--- src/pkg/strap_cfg.svh ---
`ifndef STRAP_LATCH_CFG_SVH
`define STRAP_LATCH_CFG_SVH

// Decoded five-level resistor codes.
`define LVL_WEAK_PD      3'h0
`define LVL_WEAK_PU      3'h1
`define LVL_MED_PD       3'h2
`define LVL_MED_PU       3'h3
`define LVL_STRONG_PD    3'h4

// Port-count masks, bit 0 is port 1.
`define MASK_NONE        4'h0
`define MASK_P1          4'h1
`define MASK_P12         4'h3
`define MASK_P123        4'h7
`define MASK_P1234       4'hf

// Function-set codes (set 1..4 as 0..3).
`define FSET_I2C         2'h0
`define FSET_I2S         2'h1
`define FSET_UART        2'h2
`define FSET_GPIO        2'h3

// Pin function codes.
`define FN_WIDTH         6
`define FN_RESERVED      6'h00
`define FN_CABLE_A       6'h01
`define FN_CABLE_B       6'h02
`define FN_GPIO68        6'h03
`define FN_DISCHARGE     6'h04
`define FN_GPIO70        6'h05
`define FN_GPIO71        6'h06
`define FN_PN_DATA       6'h07
`define FN_PN_CLOCK      6'h08
`define FN_BC_DATA       6'h09
`define FN_BC_CLOCK      6'h0a
`define FN_P3_SS_PWR     6'h0b
`define FN_P3_PWR        6'h0c
`define FN_GPIO78        6'h0d
`define FN_ALERT_B       6'h0e
`define FN_P4_PWR        6'h0f
`define FN_P1_PWR        6'h10
`define FN_ALERT_A       6'h11
`define FN_TGT_DATA      6'h12
`define FN_SPI_CE_N      6'h13
`define FN_SPI_CLK       6'h14
`define FN_SPI_D0        6'h15
`define FN_SPI_D1        6'h16
`define FN_SPI_D2        6'h17
`define FN_SPI_D3        6'h18
`define FN_TGT_CLOCK     6'h19
`define FN_GPIO91        6'h1a
`define FN_GPIO92        6'h1b
`define FN_GPIO93        6'h1c
`define FN_GPIO94        6'h1d
`define FN_GPIO95        6'h1e
`define FN_MICROPHONE_PLUG_DETECT       6'h1f
`define FN_I2S_SDI       6'h20
`define FN_I2S_SDO       6'h21
`define FN_I2S_SCK       6'h22
`define FN_I2S_MCLK      6'h23
`define FN_I2S_LRCK      6'h24
`define FN_UART_RX       6'h25
`define FN_UART_TX       6'h26
`define FN_UART_CTS_N    6'h27
`define FN_UART_RTS_N    6'h28
`define FN_UART_DSR_N    6'h29
`define FN_UART_DTR_N    6'h2a
`define FN_UART_DCD_N    6'h2b
`define FN_GPIO83        6'h2c
`define FN_GPIO90        6'h2d

`define PIN_LO           2
`define PIN_HI           31

`endif

--- src/pkg/strap_pkg.sv ---
package strap_pkg;
    typedef enum logic [1:0] {
        ST_RESET,
        ST_CAPTURE,
        ST_HELD
    } latch_state_t;
endpackage

--- src/logic/level_to_mask.sv ---
`timescale 1ns/100ps
`include "strap_cfg.svh"

// Turns a five-level strap code into a port mask; reserved codes give no ports.
module level_to_mask (
    // Decoded strap level
    input  wire logic [2:0] level_in,
    // Port mask and validity
    output logic      [3:0] mask_out,
    output logic            valid_out
);
    assign valid_out = (level_in <= `LVL_STRONG_PD);
    assign mask_out  = (level_in == `LVL_WEAK_PU)   ? `MASK_P1    :
                       (level_in == `LVL_MED_PD)    ? `MASK_P12   :
                       (level_in == `LVL_MED_PU)    ? `MASK_P123  :
                       (level_in == `LVL_STRONG_PD) ? `MASK_P1234 : `MASK_NONE;
endmodule

--- src/logic/strap_latch_pin_function_select.sv ---
`timescale 1ns/100ps
`include "strap_cfg.svh"

module strap_latch_pin_function_select
    import strap_pkg::*;
#(
    parameter int PORTS = 4,
    parameter int PINS  = 30
) (
    // Clock and reset
    input  wire logic                          clk_in,
    input  wire logic                          srst_in,
    // Strap inputs
    input  wire logic [PORTS-1:0]              port_pos_line_disable_strap_in,
    input  wire logic [PORTS-1:0]              port_neg_line_disable_strap_in,
    input  wire logic [2:0]                    fixed_port_count_strap_in,
    input  wire logic [2:0]                    charging_port_count_strap_in,
    input  wire logic [2:0]                    function_set_lo_strap_in,
    input  wire logic [2:0]                    function_set_hi_strap_in,
    input  wire logic [2:0]                    function_set_unused_strap_in,
    // Pin mux override
    input  wire logic [PINS-1:0]               pin_override_en_in,
    input  wire logic [PINS*`FN_WIDTH-1:0]     pin_override_fn_in,
    // Port configuration
    output logic      [PORTS-1:0]              pos_line_disabled_out,
    output logic      [PORTS-1:0]              neg_line_disabled_out,
    output logic      [PORTS-1:0]              port_disabled_out,
    output logic      [PORTS-1:0]              superspeed_disabled_out,
    output logic      [PORTS-1:0]              fixed_port_out,
    output logic      [PORTS-1:0]              charging_port_out,
    output logic                               strap_reserved_out,
    output logic                               straps_valid_out,
    // Pin functions
    output logic      [1:0]                    function_set_out,
    output logic      [PINS*`FN_WIDTH-1:0]     programmable_function_pin_fn_out
);

    // The decode tables are written for four ports and the thirty pins from 2 to 31.
    if (PORTS != 4 || PINS != `PIN_HI - `PIN_LO + 1) begin : g_param_check
        $error("strap_latch_pin_function_select supports four ports and 30 pins only");
    end

    ////////////////////////////////////////////////////////////////////////////
    // Capture sequencing.

    latch_state_t state_q;
    latch_state_t state_d;
    logic         capture;

    always_comb begin
        state_d = state_q;
        case (state_q)
            ST_RESET:   state_d = ST_CAPTURE;
            ST_CAPTURE: state_d = ST_HELD;
            ST_HELD:    state_d = ST_HELD;
            default:    state_d = ST_RESET;
        endcase
    end

    assign capture = (state_q == ST_CAPTURE);

    always_ff @(posedge clk_in) begin
        if (srst_in) begin
            state_q <= ST_RESET;
        end else begin
            state_q <= state_d;
        end
    end

    ////////////////////////////////////////////////////////////////////////////
    // Strap holding registers.

    logic [PORTS-1:0] pos_q;
    logic [PORTS-1:0] neg_q;
    logic [2:0]       fixed_lvl_q;
    logic [2:0]       chg_lvl_q;
    logic [2:0]       set_lo_q;
    logic [2:0]       set_hi_q;
    logic             held_q;

    always_ff @(posedge clk_in) begin
        if (srst_in) begin
            pos_q       <= '0;
            neg_q       <= '0;
            fixed_lvl_q <= `LVL_WEAK_PD;
            chg_lvl_q   <= `LVL_WEAK_PD;
            set_lo_q    <= `LVL_WEAK_PD;
            set_hi_q    <= `LVL_WEAK_PD;
            held_q      <= 1'b0;
        end else if (capture) begin
            pos_q       <= port_pos_line_disable_strap_in;
            neg_q       <= port_neg_line_disable_strap_in;
            fixed_lvl_q <= fixed_port_count_strap_in;
            chg_lvl_q   <= charging_port_count_strap_in;
            set_lo_q    <= function_set_lo_strap_in;
            set_hi_q    <= function_set_hi_strap_in;
            held_q      <= 1'b1;
        end
    end

    ////////////////////////////////////////////////////////////////////////////
    // Port configuration decode.

    logic fixed_ok;
    logic chg_ok;
    logic set_ok;

    assign pos_line_disabled_out = pos_q;
    assign neg_line_disabled_out = neg_q;
    assign port_disabled_out       = pos_q & neg_q;
    assign superspeed_disabled_out = pos_q & neg_q;
    assign straps_valid_out        = held_q;

    level_to_mask u_fixed (
        .level_in  (fixed_lvl_q),
        .mask_out  (fixed_port_out),
        .valid_out (fixed_ok)
    );

    level_to_mask u_charge (
        .level_in  (chg_lvl_q),
        .mask_out  (charging_port_out),
        .valid_out (chg_ok)
    );

    assign set_ok = (set_hi_q == `LVL_WEAK_PD) && (set_lo_q <= `LVL_MED_PU);
    assign function_set_out = set_lo_q[1:0];
    assign strap_reserved_out = held_q & ~(fixed_ok & chg_ok & set_ok);

    ////////////////////////////////////////////////////////////////////////////
    // Pin function tables, index 0 is pin 2.

    function automatic logic [`FN_WIDTH-1:0] default_fn(input int pin, input logic [1:0] fs);
        logic [`FN_WIDTH-1:0] f;
        f = `FN_RESERVED;
        case (pin)
            2:  f = `FN_CABLE_A;
            3:  f = `FN_CABLE_B;
            4:  f = `FN_GPIO68;
            5:  f = `FN_DISCHARGE;
            8:  f = `FN_PN_DATA;
            9:  f = `FN_PN_CLOCK;
            10: f = `FN_BC_DATA;
            11: f = `FN_BC_CLOCK;
            12: f = `FN_P3_SS_PWR;
            13: f = `FN_P3_PWR;
            15: f = `FN_ALERT_B;
            16: f = `FN_P4_PWR;
            17: f = `FN_P1_PWR;
            18: f = `FN_ALERT_A;
            20: f = `FN_SPI_CE_N;
            21: f = `FN_SPI_CLK;
            22: f = `FN_SPI_D0;
            23: f = `FN_SPI_D1;
            24: f = `FN_SPI_D2;
            25: f = `FN_SPI_D3;
            29: f = `FN_GPIO93;
            30: f = `FN_GPIO94;
            31: f = `FN_GPIO95;
            default: f = `FN_RESERVED;
        endcase
        case (fs)
            `FSET_I2S: begin
                case (pin)
                    6:  f = `FN_GPIO70;
                    7:  f = `FN_MICROPHONE_PLUG_DETECT;
                    14: f = `FN_I2S_SDI;
                    19: f = `FN_I2S_SDO;
                    26: f = `FN_I2S_SCK;
                    27: f = `FN_I2S_MCLK;
                    28: f = `FN_I2S_LRCK;
                    default: f = f;
                endcase
            end
            `FSET_UART: begin
                case (pin)
                    6:  f = `FN_UART_RX;
                    7:  f = `FN_UART_TX;
                    14: f = `FN_UART_CTS_N;
                    19: f = `FN_UART_RTS_N;
                    26: f = `FN_UART_DSR_N;
                    27: f = `FN_UART_DTR_N;
                    28: f = `FN_UART_DCD_N;
                    default: f = f;
                endcase
            end
            default: begin
                case (pin)
                    6:  f = `FN_GPIO70;
                    7:  f = `FN_GPIO71;
                    14: f = `FN_GPIO78;
                    19: f = (fs == `FSET_GPIO) ? `FN_GPIO83 : `FN_TGT_DATA;
                    26: f = (fs == `FSET_GPIO) ? `FN_GPIO90 : `FN_TGT_CLOCK;
                    27: f = `FN_GPIO91;
                    28: f = `FN_GPIO92;
                    default: f = f;
                endcase
            end
        endcase
        return f;
    endfunction

    logic [PINS*`FN_WIDTH-1:0] fn_d;
    logic [PINS*`FN_WIDTH-1:0] fn_q;

    for (genvar i = 0; i < PINS; i++) begin : g_pin
        assign fn_d[i*`FN_WIDTH +: `FN_WIDTH] = pin_override_en_in[i] ?
            pin_override_fn_in[i*`FN_WIDTH +: `FN_WIDTH] :
            default_fn(i + `PIN_LO, function_set_out);
    end

    always_ff @(posedge clk_in) begin
        if (srst_in) begin
            fn_q <= '0;
        end else if (held_q) begin
            fn_q <= fn_d;
        end
    end

    assign programmable_function_pin_fn_out = fn_q;
endmodule

--- config.mk ---
export PLATFORM = sky130hd
export DESIGN_NAME = strap_latch_pin_function_select
export DESIGN_NICKNAME = d
export VERILOG_FILES = /design/src/pkg/strap_pkg.sv /design/src/logic/level_to_mask.sv /design/src/logic/strap_latch_pin_function_select.sv
export VERILOG_INCLUDE_DIRS = /design/src /design/src/pkg
export SDC_FILE = /design/constraint.sdc
export NUM_CORES = 1
export LEC_CHECK = 0
export BUFFER_PORTS_ARGS = -buffer_cell sky130_fd_sc_hd__buf_2
export CELL_PAD_IN_SITES_DETAIL_PLACEMENT = 0
export CELL_PAD_IN_SITES_GLOBAL_PLACEMENT = 2
export CORE_MARGIN = 2
export CORE_UTILIZATION = 25
export CTS_BUF_LIST = sky130_fd_sc_hd__clkbuf_4 sky130_fd_sc_hd__clkbuf_8
export CTS_CLUSTER_DIAMETER = 200
export CTS_CLUSTER_SIZE = 20
export DETAILED_ROUTE_END_ITERATION = 8
export PLACE_DENSITY = 0.85
export SYNTH_ARGS = -nofsm -noshare
export SYNTH_HDL_FRONTEND = slang
export SYNTH_SLANG_ARGS = --single-unit
--- constraint.sdc ---
create_clock -name clk_in -period 1.5 [get_ports clk_in]
set_input_delay 0.075 -clock clk_in [delete_from_list [all_inputs] [get_ports clk_in]]
set_output_delay 0.075 -clock clk_in [all_outputs]
set_load 0.01 [all_outputs]
==> summary.md <==
| Metric | Value |
|---|---|
| Most frequent cells in the layout | buf_2, dlygate4sd3_1, dfxtp_1 |
| Final period utilization | 111% |
| Wire per inst | 16.1 um |
| CP max stage delay | 0.35 ns |
| Vias in the first global route | 8637 |
| IO Port Bufs | 439 |
| Reg2reg start | straps_valid_out$_SDFFE_PP0N_ |
| Pre-antenna DRT Iters | 5 |
| Vias per Instance | 4.48 |
| Clk_lat worst skew | 0.53 ns |
| Nets | 1779 |
| CP cell instances | buf_6, ha_4, o2111ai_1, and2_1, buf_2 |
| Critical path's slowest cell | dfxtp_2 |
| Setup TNS | -0.168 ns |
| Worst hold path class | input pin to register |
| IO Pins | 443 |
| CTS Buf Count | 14 |
| Die width | 184 um |
| Kind of critical path | register to output pin |
| Worst Reg2Reg Path Length in Cells | 5 |
| CP Data Required Time | 1.42 ns |
| Die Ht | 184 um |
| Syn avg cell area | 9.01 um^2 |
| Initial antenna violation count | 0 |
| FF+latch area | 4080 um^2 |
| Overflow after GRT | 0 |
| Post-synth net total | 1141 |
| Worst setup path end | strap_reserved_out |
| Cell Pwr Density | 983 nW/um^2 |
| Yosys Warn Count | 0 |
| Starting Density | 25.5% |
| Total global-route track usage | 17.4% |
| Netlist Area Pre-Place | 8080 um^2 |
| Worst-margin pin slew | 0.387 ns |
| Clk root buf | clkbuf_8 |
| CTS tree | done |
| Post-route cell area | 13300 um^2 |
| Syn Inst Count | 897 |
| Detailed Route Iter0 Violations | 263 |
| Unrepaired setup endpoints after global routing | yes |
| HPWL after DPL | 21900 um |
| Yosys cell types | 27 |
| Largest net degree at the start of global routing | 63 |
| Total wire length | 31300 um |
| Worst Skew | 0.0391 ns |
| Placed Instance Area | 10700 um^2 |
| Reg clk slew, reported paths | 0.14 ns |
| Failing checks | setup timing |
| Max-cap viol count | 0 |
| Worst slew margin | 74.2% |
| Row count | 65 |
| Final antenna-violating net count | 0 |
| Min cycle time layout | 1.67 ns |
| Final setup violation count | 1 |
| Final core utilization | 42.0% |
| Crit Path Max Fanout | 6 |
| Reg-to-reg setup timing slack | 0.09 ns |
| Fill count | 3134 |
| RD Place Congestion | 0.797 |
| Worst VDD drop | 0.722 mV |
| Die area | 33800 um^2 |
| Status | finished with violations |
| Vias | 8685 |
| CP Launch Point | set_lo_q[0]$_SDFFE_PP0N_ |
| Slew Limit Fails | 0 |
| Commonest non-fill, non-tap cell in the layout | buf_2 |
| Maximum clock rate | 0.599 GHz |
| Area of the multi-input gates | 3590 um^2 |
| Leakage power | 6.04 nW |
| DR DRC count | 0 |
| Final hold vios | 0 |
| Sequential area share after synthesis | 50.3% |
| Crit path launch type | register |
| Layout area overhead | 64.8% |
| CTS Buffer Depth | 3 |
| Clock net sink count | 203 |
| CP arrival | 1.59 ns |
| Fraction of layout cells with a size suffix above 1 | 34.4% |
| Final hold slack | 0.0531 ns |
| Post-route setup slack | -0.168 ns |
| Seq cells post-synth | 203 |
| H-tree depth | 1 |
| Core ar. | 31700 um^2 |
| Setup crit end kind | output pin |
| First-pass GRT wire length | 46800 um |
| Capture point of the worst reg-to-reg path | programmable_function_pin_fn_out[5]$_SDFFE_PP0P_ |
==> report_power, final <==
group | leakage (nW) | switching (mW) | internal (mW) | total, mW
combinational | 4.26 | 2.02 | 1.95 | 3.98
sequential | 1.66 | 0.300 | 5.95 | 6.25
clock | 0.122 | 1.88 | 0.975 | 2.86
==> stage by stage <==
stage / cells / power, mW / setup slack [ns]
after detailed placement: 1690 / 9.79 / 0.0960
after floorplan: 897 / 8.37 / 0.184
after global placement: 1690 / 9.75 / 0.106
after CTS: 1937 / 13.2 / -0.219
after global routing: 1938 / 13.9 / -0.258
final: 1939 / 13.1 / -0.168
==> worst max-delay path, delay by kind of cell (launching register included) <==
kind | cells | cell delay [ns]
compound gates | 1 | 0.15
flops | 1 | 0.35
simple gates | 1 | 0.15
buf+inv | 2 | 0.26
fa+ha+maj | 1 | 0.15
==> final cells by class <==
cell class              instances  area share, %
well taps                     402           3.78
repair buffers                696           36.3
flip-flops and latches        203           30.7
clock inverters                 1          0.150
diodes                          1         0.0188
multi-input cells             601           27.0
clock buffers                  16           1.61
inverters                      19          0.536
==> synth_stat cells <==
cell	n	area, um^2
and2_1	10	62.6
nor2_1	134	503
xnor2_1	2	17.5
a211oi_2	23	288
o22ai_1	50	313
nor2b_1	22	138
dfxtp_1	203	4060
o311ai_0	1	8.76
inv_1	19	71.3
nand2_1	30	113
nand2b_1	87	544
buf_1	2	7.51
clkbuf_1	28	105
a21oi_1	101	505
buf_4	14	105
ha_1	9	113
buf_2	23	115
a311oi_2	5	75.1
nand3_1	74	370
mux2i_1	38	380
nand3b_1	2	15.0
a311oi_1	6	52.6
o2111ai_1	1	8.76
clkbuf_2	1	5.00
buf_6	6	67.6
nor4_1	1	6.26
o21ai_0	5	25.0
==> per-layer routing <==
layer | global-route usage (%) | wire length (um) | vias up
met2 | 31.0 | 15100 | 332
met1 | 21.1 | 13400 | 3988
met3 | 3.29 | 1840 | 57
met4 | 5.44 | 955 | 0
li1 | - | - | 4308
met5 | 0 | 0 | -
==> cells by family (layout without fill, tap and decap cells) <==
| logic type | Yosys count | in the layout | share of synthesized area, % |
|---|---|---|---|
| adders and majority gates | 9 | 9 | 1.39 |
| buffers and inverters | 93 | 732 | 5.90 |
| muxes | 38 | 38 | 4.71 |
| and+or+nand+nor | 360 | 360 | 21.7 |
| other | 0 | 1 | 0 |
| AOI/OAI and AO/OA | 192 | 192 | 15.8 |
| DFF | 203 | 203 | 50.3 |
| xor gates and xnor gates | 2 | 2 | 0.217 |
==> worst min-delay path by stage <==
stage,slack (ns),depth (start not counted),from,to
floorplan,0.19,1,pin_override_en_in[16],programmable_function_pin_fn_out[100]$_SDFFE_PP0P_
global placement,0.30,3,pin_override_fn_in[44],programmable_function_pin_fn_out[44]$_SDFFE_PP0P_
detailed placement,0.31,3,pin_override_fn_in[11],programmable_function_pin_fn_out[11]$_SDFFE_PP0P_
CTS,0.02,3,pin_override_en_in[26],programmable_function_pin_fn_out[161]$_SDFFE_PP0P_
global route,0.04,3,pin_override_en_in[26],programmable_function_pin_fn_out[161]$_SDFFE_PP0P_
finish,0.05,3,pin_override_en_in[26],programmable_function_pin_fn_out[161]$_SDFFE_PP0P_
==> flip-flops by register name, summed over array words and instances (netlist names) <==
signal / flops
pos_line_disabled_out: 4
fixed_lvl_q: 3
set_hi_q: 3
straps_valid_out: 1
chg_lvl_q: 3
set_lo_q: 3
state_q: 2
neg_line_disabled_out: 4
programmable_function_pin_fn_out: 180
==> timing repair <==
item	in CTS	in global routing
buffers inserted	2	1
endpoints found under the setup margin	5	14
resized for setup	14	12
pin swaps	3	0
hold buffers	229	0
hold endpoints to repair	201	0
Power figures use the tool's default switching activity.
